$ cat config.mk
export PLATFORM = sky130hd
export DESIGN_NAME = sfrp_top
export DESIGN_NICKNAME = d
export VERILOG_FILES = /design/src/design/sfrp_pkg.sv /design/src/design/sfrp_sync.sv /design/src/design/sfrp_top.sv
export SDC_FILE = /design/constraint.sdc
export NUM_CORES = 1
export LEC_CHECK = 0
export ABC_CLOCK_PERIOD_IN_PS = 7700
export BUFFER_PORTS_ARGS = -buffer_cell sky130_fd_sc_hd__buf_2
export CORE_ASPECT_RATIO = 0.8
export CORE_MARGIN = 10
export CORE_UTILIZATION = 55
export DETAILED_ROUTE_END_ITERATION = 10
export PLACE_DENSITY = 0.81
export SLEW_MARGIN = 20
export SYNTH_ARGS = -nofsm -noshare
export SYNTH_HDL_FRONTEND = slang
export SYNTH_SLANG_ARGS = --single-unit
$ cat constraint.sdc
create_clock -name SYS_CLK_I -period 7.7 [get_ports SYS_CLK_I]
set_input_delay 1.54 -clock SYS_CLK_I [delete_from_list [all_inputs] [get_ports SYS_CLK_I]]
set_output_delay 1.54 -clock SYS_CLK_I [all_outputs]
set_load 0.05 [all_outputs]
$ cat src/design/sfrp_pkg.sv
// Package with opcodes, widths and defaults of the serial flash read path.
package sfrp_pkg;
	localparam logic [7:0] NORMAL_READ_CMD           = 8'h03;
	localparam logic [7:0] NORMAL_READ_WIDE_ADDR_CMD = 8'h13;
	localparam logic [7:0] FAST_READ_CMD             = 8'h0B;
	localparam logic [7:0] FAST_READ_WIDE_ADDR_CMD   = 8'h0C;
	localparam logic [7:0] QUAD_IO_READ_CMD          = 8'hEB;
	localparam logic [7:0] UNIQUE_ID_READ_CMD        = 8'h4B;
	localparam logic [7:0] INFO_ROW_READ_CMD         = 8'h68;
	localparam logic [3:0] CONTINUATION_MODE_NIBBLE  = 4'hA;
	localparam logic [4:0] SPI_DUMMY_DEFAULT         = 5'h08;
	localparam logic [4:0] QPI_DUMMY_DEFAULT         = 5'h06;
	localparam logic [5:0] ADDR_BITS_NARROW          = 6'h18;
	localparam logic [5:0] ADDR_BITS_WIDE            = 6'h20;
	localparam int         ADDR_VALID_BITS_LARGE     = 25;
	localparam int         ADDR_VALID_BITS_SMALL     = 24;
	localparam logic [31:0] ADDR_ZERO                = 32'h0000_0000;
	localparam logic [5:0] OPCODE_BITS               = 6'h08;
	localparam logic [4:0] DUMMY_ZERO                = 5'h00;

	typedef enum logic [2:0] {
		SFRP_IDLE,
		SFRP_OPCODE,
		SFRP_ADDR,
		SFRP_DUMMY,
		SFRP_DATA,
		SFRP_IGNORE
	} sfrp_state_t;
endpackage

$ cat src/design/sfrp_sync.sv
// Two-stage synchroniser for asynchronous pin inputs.
module sfrp_sync #(
	parameter int        WIDTH = 1,
	parameter logic [WIDTH-1:0] INIT = '0
) (
	input  wire logic             clk_i,
	input  wire logic             srst_i,
	input  wire logic [WIDTH-1:0] async_i,
	output logic      [WIDTH-1:0] sync_o
);
	typedef struct packed {
		logic [WIDTH-1:0] meta;
		logic [WIDTH-1:0] stable;
	} sfrp_sync_t;

	sfrp_sync_t cur;
	sfrp_sync_t next_cur;

	always_comb
	begin
		next_cur.meta = async_i;
		next_cur.stable = cur.meta;
		if (srst_i)
		begin
			next_cur.meta = INIT;
			next_cur.stable = INIT;
		end
	end

	always_ff @(posedge clk_i)
	begin
		cur <= next_cur;
	end

	assign sync_o = cur.stable;
endmodule

$ cat src/design/sfrp_top.sv
// Read-command path of a serial flash, sampled by the system clock.
// Notes on behaviour
// - 03h normal read, 13h always four-byte address.
// - Shift 24/32 address bits, decode valid bits only.
// - Large part decodes A24-A0 wide; small A23-A0.
// - Normal read data leaves MSB first.
// - Address increments per byte, wraps to zero.
// - Chip select high stops output, ends command.
// - Serial input ignored once the data phase starts.
// - Reads ignored if write in progress at opcode end; continuation reads are not.
// - 0Bh fast read follows mode; 0Ch wide.
// - Fast read dummies; sample rising, drive falling.
// - Four-line mode: opcode 2, address 6/8 clocks.
// - Four-line fast read dummies default six.
// - EBh, 4Bh, 68h four-line; latter narrow addresses.
// - Continuation mode byte clocks count as dummies.
// - Hold low with clock low pauses, keeps state.
// - Hold release resumes; output off, input ignored.
// - Hold disabled in DTR, quad enable, reset-pin.
module sfrp_top
	import sfrp_pkg::*;
#(
	parameter bit        LARGE_DENSITY = 1'b1,
	parameter logic [4:0] SPI_DUMMY    = sfrp_pkg::SPI_DUMMY_DEFAULT,
	parameter logic [4:0] QPI_DUMMY    = sfrp_pkg::QPI_DUMMY_DEFAULT
) (
	input  wire logic        SYS_CLK_I,
	input  wire logic        SRST_I,
	input  wire logic        CHIP_SEL_N_I,
	input  wire logic        SER_CLK_I,
	input  wire logic        HOLD_N_I,
	input  wire logic [3:0]  IO_I,
	output logic      [3:0]  IO_O,
	output logic      [3:0]  IO_OE_O,
	input  wire logic        EXTENDED_ADDRESSING_FLAG_I,
	input  wire logic        WRITE_IN_PROGRESS_FLAG_I,
	input  wire logic        QUAD_ENABLE_FLAG_I,
	input  wire logic        FOUR_LINE_COMMAND_MODE_I,
	input  wire logic        DTR_MODE_I,
	input  wire logic        HOLD_PIN_IS_RESET_I,
	output logic             MEM_RD_REQ_O,
	output logic      [31:0] MEM_ADDR_O,
	input  wire logic [7:0]  MEM_DATA_I,
	output logic             BUSY_O,
	output logic             CONT_MODE_O
);
	import sfrp_pkg::*;

	////////////////////////////////////////////////////////////////////////
	// Pin synchronisers; the memory data comes from same-clock logic.

	logic [3:0] pin_sync;
	logic [3:0] io_sync;

	sfrp_sync #(
		.WIDTH (4),
		.INIT  (4'hD)
	) u_pin_sync (
		.clk_i   (SYS_CLK_I),
		.srst_i  (SRST_I),
		.async_i ({HOLD_N_I, CHIP_SEL_N_I, SER_CLK_I, 1'b1}),
		.sync_o  (pin_sync)
	);

	sfrp_sync #(
		.WIDTH (4),
		.INIT  (4'h0)
	) u_io_sync (
		.clk_i   (SYS_CLK_I),
		.srst_i  (SRST_I),
		.async_i (IO_I),
		.sync_o  (io_sync)
	);

	////////////////////////////////////////////////////////////////////////
	// State of the sequencer.

	typedef struct packed {
		sfrp_state_t  state;
		logic         sclk_d;
		logic         held;
		logic         quad;
		logic         wide;
		logic         fast;
		logic         cont;
		logic [5:0]   cnt;
		logic [5:0]   addr_bits;
		logic [7:0]   opcode;
		logic [31:0]  addr;
		logic [7:0]   mode_byte;
		logic [7:0]   shreg;
		logic [3:0]   io;
		logic [3:0]   io_oe;
		logic         rd_req;
		logic         busy;
	} sfrp_regs_t;

	sfrp_regs_t cur;
	sfrp_regs_t next_cur;

	logic        sclk;
	logic        cs_n;
	logic        hold_n;
	logic        rise;
	logic        fall;
	logic        hold_ok;
	logic [3:0]  lanes;
	logic [5:0]  step;
	logic [31:0] addr_shift;
	logic [31:0] addr_mask;
	logic [7:0]  op_next;

	assign sclk = pin_sync[1];
	assign cs_n = pin_sync[2];
	assign hold_n = pin_sync[3];
	assign rise = sclk && !cur.sclk_d;
	assign fall = !sclk && cur.sclk_d;
	// Hold has no effect in DTR, quad enable or reset-pin configurations.
	assign hold_ok = !DTR_MODE_I && !QUAD_ENABLE_FLAG_I
		&& !HOLD_PIN_IS_RESET_I;
	assign step = cur.quad ? 6'h04 : 6'h01;
	assign lanes = cur.quad ? io_sync : {3'h0, io_sync[0]};
	assign op_next = cur.quad ? {cur.opcode[3:0], lanes}
		: {cur.opcode[6:0], lanes[0]};
	assign addr_shift = cur.quad ? {cur.addr[27:0], lanes}
		: {cur.addr[30:0], lanes[0]};
	// Only address bits up to the valid MSB are decoded.
	assign addr_mask = (LARGE_DENSITY && cur.wide)
		? 32'h01FF_FFFF : 32'h00FF_FFFF;

	////////////////////////////////////////////////////////////////////////
	// Next-state logic.

	always_comb
	begin
		next_cur = cur;
		next_cur.sclk_d = sclk;
		next_cur.rd_req = 1'b0;
		next_cur.busy = cur.state != SFRP_IDLE;
		// Hold is entered and left while the serial clock is low; deselect or a disabled hold clears it at any clock level.
		if (hold_ok && !sclk && !cs_n && cur.state != SFRP_IDLE)
			next_cur.held = !hold_n;
		else if (!hold_ok || cs_n)
			next_cur.held = 1'b0;
		if (cs_n)
		begin
			next_cur.state = SFRP_IDLE;
			next_cur.io_oe = 4'h0;
			next_cur.held = 1'b0;
		end
		else if (cur.held)
		begin
			next_cur.io_oe = 4'h0;
		end
		else
		begin
			next_cur.io_oe = cur.io_oe;
			unique case (cur.state)
				SFRP_IDLE:
				begin
					next_cur.quad = FOUR_LINE_COMMAND_MODE_I;
					next_cur.opcode = 8'h00;
					next_cur.addr = ADDR_ZERO;
					next_cur.cnt = 6'h00;
					next_cur.io_oe = 4'h0;
					if (cur.cont)
					begin
						next_cur.wide = EXTENDED_ADDRESSING_FLAG_I;
						next_cur.addr_bits = EXTENDED_ADDRESSING_FLAG_I
							? ADDR_BITS_WIDE : ADDR_BITS_NARROW;
						next_cur.state = SFRP_ADDR;
					end
					else
						next_cur.state = SFRP_OPCODE;
				end
				SFRP_OPCODE:
				begin
					if (rise)
					begin
						next_cur.opcode = op_next;
						next_cur.cnt = cur.cnt + step;
						if (cur.cnt + step == OPCODE_BITS)
						begin
							next_cur.cnt = 6'h00;
							next_cur.state = SFRP_ADDR;
							next_cur.fast = 1'b1;
							next_cur.wide = EXTENDED_ADDRESSING_FLAG_I;
							unique case (op_next)
								NORMAL_READ_CMD:
									next_cur.fast = 1'b0;
								NORMAL_READ_WIDE_ADDR_CMD:
								begin
									next_cur.fast = 1'b0;
									next_cur.wide = 1'b1;
								end
								FAST_READ_CMD:
									next_cur.wide = EXTENDED_ADDRESSING_FLAG_I;
								FAST_READ_WIDE_ADDR_CMD:
									next_cur.wide = 1'b1;
								QUAD_IO_READ_CMD:
									if (!cur.quad)
										next_cur.state = SFRP_IGNORE;
								UNIQUE_ID_READ_CMD, INFO_ROW_READ_CMD:
									if (cur.quad)
										next_cur.wide = 1'b0;
									else
										next_cur.state = SFRP_IGNORE;
								default:
									next_cur.state = SFRP_IGNORE;
							endcase
							// Reads are refused while a write is running.
							if (WRITE_IN_PROGRESS_FLAG_I)
								next_cur.state = SFRP_IGNORE;
							if (op_next == NORMAL_READ_CMD
								|| op_next == NORMAL_READ_WIDE_ADDR_CMD)
								if (cur.quad)
									next_cur.state = SFRP_IGNORE;
							next_cur.addr_bits = next_cur.wide
								? ADDR_BITS_WIDE : ADDR_BITS_NARROW;
						end
					end
				end
				SFRP_ADDR:
				begin
					if (rise)
					begin
						next_cur.addr = addr_shift;
						next_cur.cnt = cur.cnt + step;
						if (cur.cnt + step == cur.addr_bits)
						begin
							next_cur.cnt = 6'h00;
							next_cur.mode_byte = 8'h00;
							next_cur.state = cur.fast
								? SFRP_DUMMY : SFRP_DATA;
							next_cur.addr = addr_shift & (
								(LARGE_DENSITY && cur.wide)
								? 32'h01FF_FFFF : 32'h00FF_FFFF);
							next_cur.rd_req = !cur.fast;
						end
					end
				end
				SFRP_DUMMY:
				begin
					if (rise)
					begin
						// The mode byte is caught inside the dummy window.
						if (cur.cnt < 6'(OPCODE_BITS / step))
							next_cur.mode_byte = cur.quad
								? {cur.mode_byte[3:0], lanes}
								: {cur.mode_byte[6:0], lanes[0]};
						next_cur.cnt = cur.cnt + 6'h01;
						if (cur.cnt + 6'h01 == {1'b0, cur.quad
							? QPI_DUMMY : SPI_DUMMY})
						begin
							next_cur.cnt = 6'h00;
							next_cur.state = SFRP_DATA;
							next_cur.rd_req = 1'b1;
							next_cur.cont = cur.quad && next_cur.mode_byte[7:4]
								== CONTINUATION_MODE_NIBBLE;
						end
					end
				end
				SFRP_DATA:
				begin
					// Serial input is no longer sampled here.
					if (fall)
					begin
						if (cur.cnt == 6'h00)
							next_cur.shreg = MEM_DATA_I;
						else
							next_cur.shreg = cur.quad
								? {cur.shreg[3:0], 4'h0}
								: {cur.shreg[6:0], 1'b0};
						next_cur.io = cur.quad
							? (cur.cnt == 6'h00 ? MEM_DATA_I[7:4]
								: cur.shreg[3:0])
							: {2'h0, (cur.cnt == 6'h00
								? MEM_DATA_I[7] : cur.shreg[6]), 1'b0};
						next_cur.io_oe = cur.quad ? 4'hF : 4'h2;
						next_cur.cnt = cur.cnt + step;
						if (cur.cnt + step == OPCODE_BITS)
						begin
							next_cur.cnt = 6'h00;
							next_cur.addr = (cur.addr + 32'h1)
								& addr_mask;
							next_cur.rd_req = 1'b1;
						end
					end
				end
				SFRP_IGNORE:
				begin
					next_cur.io_oe = 4'h0;
				end
			endcase
		end
		if (SRST_I)
		begin
			next_cur = '0;
			next_cur.state = SFRP_IDLE;
			next_cur.sclk_d = 1'b0;
		end
	end

	always_ff @(posedge SYS_CLK_I)
	begin
		cur <= next_cur;
	end

	////////////////////////////////////////////////////////////////////////
	// Outputs straight from the registered state.

	assign IO_O = cur.io;
	assign IO_OE_O = cur.io_oe;
	assign MEM_RD_REQ_O = cur.rd_req;
	assign MEM_ADDR_O = cur.addr;
	assign BUSY_O = cur.busy;
	assign CONT_MODE_O = cur.cont;
endmodule

* Yosys cells after proc, flatten, opt, wreduce, memory -nomap -nowiden
Index checks and enable logic that the tools add are counted.
** Word-level totals
- Flip-flop bits (word level) :: 101
- Input port bits :: 23
- Output and inout bits :: 43
- Logic and storage cells :: 181
** Cells by class
- Add/sub/neg operators :: 3
- Divide/modulo/power cells :: 1
- Magnitude comparators :: 1
- Equal/unequal tests :: 26
- Mux-type cells :: 74
- Bitwise logic cells :: 4
- Reductions and logical operators :: 49
** Operators by type and width (count)
- $mux 32 :: 3
- $pmux 32 s3 :: 1
- $mux 40 :: 2
- $and 32x25->32 :: 2
- $mux 8 :: 8
- $mux 6 :: 9
- $mux 3 :: 12
- $add 32x1->32 const B :: 1
- $pmux 6 s5 :: 1
- $pmux 14 s2 :: 1
- $mux 25 :: 1
- $mux 20 :: 1
- $mux 4 :: 5
- $ne 2x2->1 const B :: 9
- $reduce_and 6->1 :: 3
- $eq 8x4->1 const B :: 2
- $eq 8x7->1 const B :: 2
- $mux 1 :: 16
- $pmux 8 s2 :: 1
- $mux 7 :: 2
- $reduce_and 7->1 :: 2
- $mux 12 :: 1
- $pmux 3 s4 :: 1
- $reduce_and 5->1 :: 2
- 38 further kinds :: 70

* Logic depth before layout (Yosys ltp)
Gate-level depths: netlist of run 1.
- Depth after elaboration :: 14
- Depth in mapped cells :: 12
- Mapped depth without buffers :: 9

* Cells and area by module
Synthesis of run 1 repeated with hierarchy kept, for this count alone.
** Second synthesis, totals
- Cell total of the unflattened synthesis :: 774
- Area total of the unflattened synthesis :: 6067.1 µm²
** By module, submodules not included
- sfrp_top :: instances 1, cells an instance 734, area an instance 5586.6 µm², seq. area each 1581.5 µm²
- sfrp_sync :: instances 2, cells an instance 20, area an instance 240.2 µm², seq. area each 160.2 µm²

* Least setup slack after synthesis of run 1
No wires, ideal clock.
- Path kind :: register to register
- Start :: reg cur[81] (netlist bit)
- End :: reg cur (netlist bit MEM_ADDR_O[24])
- Library setup time :: 0.074 ns
- Data arrival time :: 2.577 ns
- Required time :: 7.626 ns
- Path slack :: 5.049 ns
- Stages on the path, launching flop included :: 10
- Path buffers :: 1
- Period minus slack after synthesis :: 2.651 ns
- Path through :: dfxtp_1 buf_2 inv_2 ha_1 ha_1 or3_4 nor4b_4 o21bai_2 or4_1 a31oi_1
** On the way
- Cells in the longest elaborated chain, start to end :: 6
- Elaborated cells between the ends (all ways) :: 11
- Those cells by class :: 1 x add/sub; 3 x eq/ne; 5 x mux; 1 x bitwise; 1 x reduce/logical
** RTL lines
- start, declared :: line sfrp_top.sv:98 : sfrp_regs_t cur;
- start signal, assigned :: line sfrp_top.sv:306 : cur <= next_cur;
- $mux 3 :: line sfrp_top.sv:121 : assign step = cur.quad ? 6'h04 : 6'h01;
- $add 6x3->6 :: line sfrp_top.sv:229, sfrp_top.sv:281
- $eq 6x6->1 :: line sfrp_top.sv:229 : if (cur.cnt + step == cur.addr_bits)
- $mux 40 :: line sfrp_top.sv:229
- $mux 40 :: line sfrp_top.sv:225 : if (rise)
- $pmux 32 s3 :: line sfrp_top.sv:158 : unique case (cur.state)
Several ways; a longest one is shown, not always the timed one. The select of a mux whose other input is x is not followed.
A chain may end at the register's enable or synchronous reset.

* Final worst setup path of run 1
- Start :: reg cur[81] (netlist bit)
- End :: reg cur (netlist bit MEM_ADDR_O[13])
The elaborated chain is that of the path after synthesis.

==> results of run 1 <==
## cells by family after synthesis
kind of cell             synth area share (%)
multiplexers                            10.19
buffers and inverters                   9.988
adder cells (fa/ha/maj)                 1.441
XOR/XNOR                                1.009
flip-flops                              30.64
AND/OR/NAND/NOR                         24.61
AO/OA/AOI/OAI                           22.12
## state kept, by name, indices dropped and copies added, names as in the netlist
signal / count
cur: 38
MEM_ADDR_O: 32
IO_O: 4
u_io_sync.cur: 4
u_io_sync.sync_o: 4
u_pin_sync.cur: 3
u_pin_sync.sync_o: 3
IO_OE_O: 2
BUSY_O: 1
CONT_MODE_O: 1
MEM_RD_REQ_O: 1
## final cells by class
cell class | instances | area, um2
inverter | 14 | 52.55
fill | 989 | 4498
tap | 144 | 180.2
timing repair buffer | 68 | 347.8
clock inverter | 5 | 33.78
multi-input combinational | 562 | 3617
sequential | 93 | 1866
clock buffer | 11 | 252.7
## metal layers
layer | vias up | routed length, um
met5 | - | 0
li1 | 2705 | -
met4 | 0 | 196
met3 | 26 | 1630
met1 | 2651 | 7252
met2 | 327 | 7257
## power groups by stage
stage | Combinational, mW | Clock, mW | Sequential, mW
floorplan | 0.0452 | 0 | 0.500
global placement | 0.0526 | 0 | 0.506
detailed placement | 0.0537 | 0 | 0.506
CTS | 0.0540 | 0.440 | 0.495
global route | 0.0596 | 0.458 | 0.496
finish | 0.0555 | 0.434 | 0.495
## how the worst max path moves through the flow
stage,from,endpoint,slack [ns],cells past startpoint
floorplan,cur[81]$_SDFFE_PP0P_,MEM_ADDR_O[24]$_SDFFE_PP0P_,5.05,9
global route,cur[81]$_SDFFE_PP0P_,MEM_ADDR_O[18]$_SDFFE_PP0P_,3.40,9
detailed placement,cur[81]$_SDFFE_PP0P_,MEM_ADDR_O[24]$_SDFFE_PP0P_,3.72,9
CTS,cur[81]$_SDFFE_PP0P_,MEM_ADDR_O[24]$_SDFFE_PP0P_,3.67,9
global placement,cur[81]$_SDFFE_PP0P_,MEM_ADDR_O[24]$_SDFFE_PP0P_,3.75,9
finish,cur[81]$_SDFFE_PP0P_,MEM_ADDR_O[13]$_SDFFE_PP0P_,3.61,9
## critical path, delay by kind of cell (launching register included)
family          cells  cell delay (ns)
compound gates      3             1.13
buf+inv             1             0.24
fa+ha+maj           2             0.55
xor+xnor            1             0.16
simple gates        2             0.82
flops               1             0.98
## placed cells by master (no fill, tap or decap), types with 6 or more instances in the layout
cell | synthesis | final
nand2b_1 | 17 | 17
nor3_1 | 30 | 30
a31oi_1 | 14 | 14
a21o_1 | 7 | 7
nand3_1 | 19 | 19
clkbuf_16 | 0 | 9
xnor2_1 | 6 | 6
buf_2 | 18 | 65
or2_2 | 6 | 6
mux2_2 | 13 | 13
ha_1 | 7 | 7
dfxtp_1 | 93 | 92
o22ai_1 | 17 | 17
nor2_1 | 63 | 62
a211oi_1 | 10 | 10
inv_1 | 13 | 13
and2_1 | 10 | 10
nor2b_1 | 17 | 17
mux2i_1 | 45 | 45
nand4_1 | 13 | 13
nor3b_1 | 6 | 6
o21ai_0 | 36 | 36
a21oi_1 | 67 | 67
nand2_1 | 62 | 62
and3_1 | 6 | 6
==> flow_summary.ini, run 1 <==
[status]
status = complete, no violations

[floorplan]
ios = 66
die_area_um2 = 15680
fp.dieW_um = 137.5
die_y_um = 114.0
core_area_um2 = 10850
start_util_pct = 56.01
rows = 34

[pwr]
switching_share_pct = 24.51
clkPwrFrac_pct = 44.1
max-vdd-ir-drop_mv = 0.1427
p_leak_nw = 2.264
p_total_uw = 984.9
power.share.combinational_pct = 5.6
p_int_uw = 743.5
power.density_nw_per_um2 = 155.1
sequentialPowerShare_pct = 50.3
switching_power_uw = 241.4

[sta]
clock_skew_ns = 0.009306
tns_ns = 0
final_max_slew_viol_count = 0
rsz0062_at_grt = no
setup_violations = 0
hold_ws_ns = 0.4094
worst_pin_slew_ns = 1.097
finalHoldViolCount = 0
relSlewSlack_pct = 26.77
clock.fmax_ghz = 0.2447
worst_slack_ns = 3.613
period_needed_ns = 4.087
min_period_over_period_pct = 53.08

[global_routing]
gr-usage-all-layers_pct = 20.49
grt_max_degree = 92
grt_pass1_wl_mm = 26.97
grt.met3_usage_pct = 5.272
grt-ovfl-total = 0
met1_usage_pct = 27.80
use_met2_pct = 31.56
grt_busiest_layer = met2
antenna_found_initial = 0
grt_pass1_vias = 5308

[routing]
drc = 0
detail_route.wl_per_cell_um = 18.21
drtIter0Drc = 842
antenna_left = 0
first_pass_iters = 7
wl_mm = 16.34
vias = 5709
viasPerCell = 6.365

[logic_synthesis]
async_reset_ff_share_pct = 0
yosysTopAreaCellShare_pct = 30.64
synth_top_area_cell = dfxtp_1
synthTopCellsByCount = 93 x dfxtp_1, 67 x a21oi_1, 63 x nor2_1, 62 x nand2_1, 45 x mux2i_1
synthFlopType = dfxtp_1
yosys_warnings = 0
synth_nets = 800
synth-edff-count = 0
synthTopCellsByArea = dfxtp_1 31%, mux2i_1 7.4%, a21oi_1 5.5%, buf_4 4.9%, nor2_1 3.9%
syn-instance-count = 770
ys_ff_latch = 93
yosysUniqueCellTypes = 81
seq_area_frac_synth_pct = 30.64
syn_area_per_cell_um2 = 7.891
netlist_area_um2 = 6076
synth.most_common_cell = dfxtp_1

[setup_path]
startpoint_type = register
cp_slowest_cell = dfxtp_4
slowest_delay_ns = 0.98
reg2reg_from = cur[81]$_SDFFE_PP0P_
crit_fanout = 74
r2r-end = MEM_ADDR_O[13]$_SDFFE_PP0P_
crit_path_frequent_cell = ha_1
r2r_setup_slack_ns = 3.61
cp.arrival_ns = 4.33
rr_worst_depth = 9
cp-end-kind = register
path_class = register to register
crit_path_cell_trace = inv_2 > ha_1 > ha_1 > xor2_1 > or3_4 > nor4b_4 > o21ba_2 > a21oi_1 > a311oi_1
cp_data_required_time_ns = 7.94

[min_path]
worstHoldPathCells = 1
min_to = cur[82]$_SDFFE_PP0P_
hold_start = u_pin_sync.sync_o[3]$_SDFF_PP1_
hold_path_class = register to register

[final_layout]
syn_to_final_growth_pct = 4.510
final_nets = 778
antenna_cells = 0
final_area_um2 = 6350
drive_gt1_share_pct = 15.80
final_cell_count_no_fill = 897
final_util_pct = 58.54

[place]
placed_cell_area_um2 = 6056
dp_cells = 881
place_hpwl_mm = 11.07
pre_cts_ws_ns = 3.718
portBuffers = 65
gp_congestion = 0.9154

[job]
cap_violations = 0

[clock_tree]
hold_buffers = 0
cts_buffers = 9
clk_path_buf_depth = 2
htree_levels = 3
cts_tree = yes
postCtsResizedCells = 0
cts_root_buffer = clkbuf_16
cts_sinks = 93
worst_skew_pair.late_latency_ns = 0.35
path_clk_slew_ns = 0.07
postCtsSetupBuffers = 0
Power figures use the tool's default switching activity.
==> run 2: changes to the inputs <==
--- a/config.mk
+++ b/config.mk
@@ -5,7 +5,7 @@
 export SDC_FILE = /design/constraint.sdc
 export NUM_CORES = 1
 export LEC_CHECK = 0
-export ABC_CLOCK_PERIOD_IN_PS = 7700
+export ABC_CLOCK_PERIOD_IN_PS = 4300
 export BUFFER_PORTS_ARGS = -buffer_cell sky130_fd_sc_hd__buf_2
 export CORE_ASPECT_RATIO = 0.8
 export CORE_MARGIN = 10
==> constraint.sdc (replaced) <==
create_clock -name SYS_CLK_I -period 4.3 [get_ports SYS_CLK_I]
set_input_delay 0.86 -clock SYS_CLK_I [delete_from_list [all_inputs] [get_ports SYS_CLK_I]]
set_output_delay 0.86 -clock SYS_CLK_I [all_outputs]
set_load 0.05 [all_outputs]
==> run 2 against run 1 <==
Effect of this change: sequential power up 78%; register-to-register slack got worse by 2.6 ns; final area rose by 0.30%; clock skew grew 0.0015 ns; cell count up 0.45%; combinational power up 91%; die area is the same; core utilization increased by 0.17 points; first-iteration DRC count decreased by 2.3%; sequential cell count did not move; count of clock-buffer cells in the layout stayed put; critical path type unchanged; largest power group unchanged.
==> flow_summary.ini, run 2 (synthesized netlist as in run 1, its figures left out) <==
[status]
status = complete, no violations

[place]
dp_cells = 885
placed_cell_area_um2 = 6083
pre_cts_ws_ns = 1.097
place_hpwl_mm = 11.13
gp_congestion = 0.9178
portBuffers = 65

[final_layout]
drive_gt1_share_pct = 15.98
largest_register_ffs = 38
layout_commonest_cell = dfxtp_1
layout_common_cells = 92 x dfxtp_1, 67 x a21oi_1, 65 x buf_2
antenna_cells = 0
top_register = cur
final_util_pct = 58.71
final_cell_count_no_fill = 901
nFillCells = 980
final_area_um2 = 6369
syn_to_final_growth_pct = 4.819
final_nets = 782

[setup_path]
cp-end-kind = register
r2r_setup_slack_ns = 1.01
path_class = register to register
cp_data_required_time_ns = 4.55
crit_path_cell_trace = inv_2 > ha_1 > ha_1 > xor2_1 > or3_4 > nor4b_4 > o21ba_2 > a21oi_1 > a311oi_1
crit_path_frequent_cell = ha_1
crit_family = compound AO/OA/AOI/OAI gates
r2r-end = MEM_ADDR_O[18]$_SDFFE_PP0P_
reg2reg_from = cur[81]$_SDFFE_PP0P_
crit_fanout = 34
cp.arrival_ns = 3.54
cp_slowest_cell = o21ba_2
rr_worst_depth = 9
startpoint_type = register
crit_buf_inv = 1
slowest_delay_ns = 0.69

[clock_tree]
htree_levels = 3
cts_sinks = 93
worst_skew_pair.late_latency_ns = 0.35
clk_path_buf_depth = 2
hold_buffers = 0
postCtsResizedCells = 0
postCtsSetupBuffers = 0
path_clk_slew_ns = 0.07
cts_root_buffer = clkbuf_16
cts_buffers = 9
cts_tree = yes

[routing]
drtIter0Drc = 823
vias = 5669
viasPerCell = 6.292
wl_mm = 16.15
first_pass_iters = 5
drc = 0
detail_route.wl_per_cell_um = 17.92
antenna_left = 0

[sta]
hold_ws_ns = 0.4087
relSlewSlack_pct = 34.88
worst_slack_ns = 1.005
finalHoldViolCount = 0
min_period_over_period_pct = 76.62
period_needed_ns = 3.295
tns_ns = 0
final_max_slew_viol_count = 0
worst_pin_slew_ns = 0.9693
clock.fmax_ghz = 0.3035
clock_skew_ns = 0.01080
setup_violations = 0
rsz0062_at_grt = no

[global_routing]
grt_pass1_wl_mm = 27.08
antenna_found_initial = 0
gr-usage-all-layers_pct = 20.56
grt-ovfl-total = 0
grt_max_degree = 59
grt_pass1_vias = 5374

[floorplan]
die_y_um = 114.0
ios = 66
core_area_um2 = 10850
fp.dieW_um = 137.5
die_area_um2 = 15680
start_util_pct = 56.01
rows = 34

[min_path]
worstHoldPathCells = 1
hold_start = u_pin_sync.cur[7]$_SDFF_PP1_
hold_path_class = register to register
min_to = u_pin_sync.sync_o[3]$_SDFF_PP1_

[pwr]
power.density_nw_per_um2 = 275.2
p_total_mw = 1.753
max-vdd-ir-drop_mv = 0.2097
p_leak_nw = 2.281

[job]
cap_violations = 0
==> run 2: worst register-to-register path, delay by kind of cell, from the launching register on <==
kind	cells	cell delay (ns)
AOI/OAI and AO/OA	3	1.17
xor gates and xnor gates	1	0.17
adders and majority gates	2	0.47
buffers and inverters	1	0.12
DFF	1	0.47
and+or+nand+nor	2	0.80
==> run 2: routing by layer <==
layer,share of wire (%),up-vias,wire (um),track usage [%]
li1,-,2715,-,-
met1,45,2646,7345,28.50
met2,44,284,7141,31.05
met3,8.9,24,1432,4.525
met4,1.4,0,225,6.171
met5,0,-,0,0
==> run 2: where the power goes <==
group	internal [mW]	leakage, nW	total [mW]	switching [mW]
registers	0.869	0.753	0.881	0.0117
logic	0.0392	1.39	0.106	0.0664
clock network	0.415	0.137	0.767	0.351
total	1.32	2.28	1.75	0.430
==> run 2: worst max-delay path by stage <==
stage                                  endpoint                  from  slack, ns  cells after the start
global placement    MEM_ADDR_O[24]$_SDFFE_PP0P_  cur[81]$_SDFFE_PP0P_       1.27                      9
finish              MEM_ADDR_O[18]$_SDFFE_PP0P_  cur[81]$_SDFFE_PP0P_       1.01                      9
floorplan           MEM_ADDR_O[24]$_SDFFE_PP0P_  cur[81]$_SDFFE_PP0P_       1.65                      9
CTS                 MEM_ADDR_O[18]$_SDFFE_PP0P_  cur[81]$_SDFFE_PP0P_       1.06                      9
detailed placement  MEM_ADDR_O[18]$_SDFFE_PP0P_  cur[81]$_SDFFE_PP0P_       1.10                      9
global route        MEM_ADDR_O[18]$_SDFFE_PP0P_  cur[81]$_SDFFE_PP0P_       0.83                      9
==> run 2: cell type report <==
class	count	area, um2	share of cell area [%]
sequential	93	1866	29.29
timing repair buffer	72	377.9	5.933
clock inverter	5	42.54	0.6680
clock buffer	11	242.7	3.811
tap	144	180.2	2.829
multi-input combinational	562	3607	56.64
inverter	14	52.55	0.8251
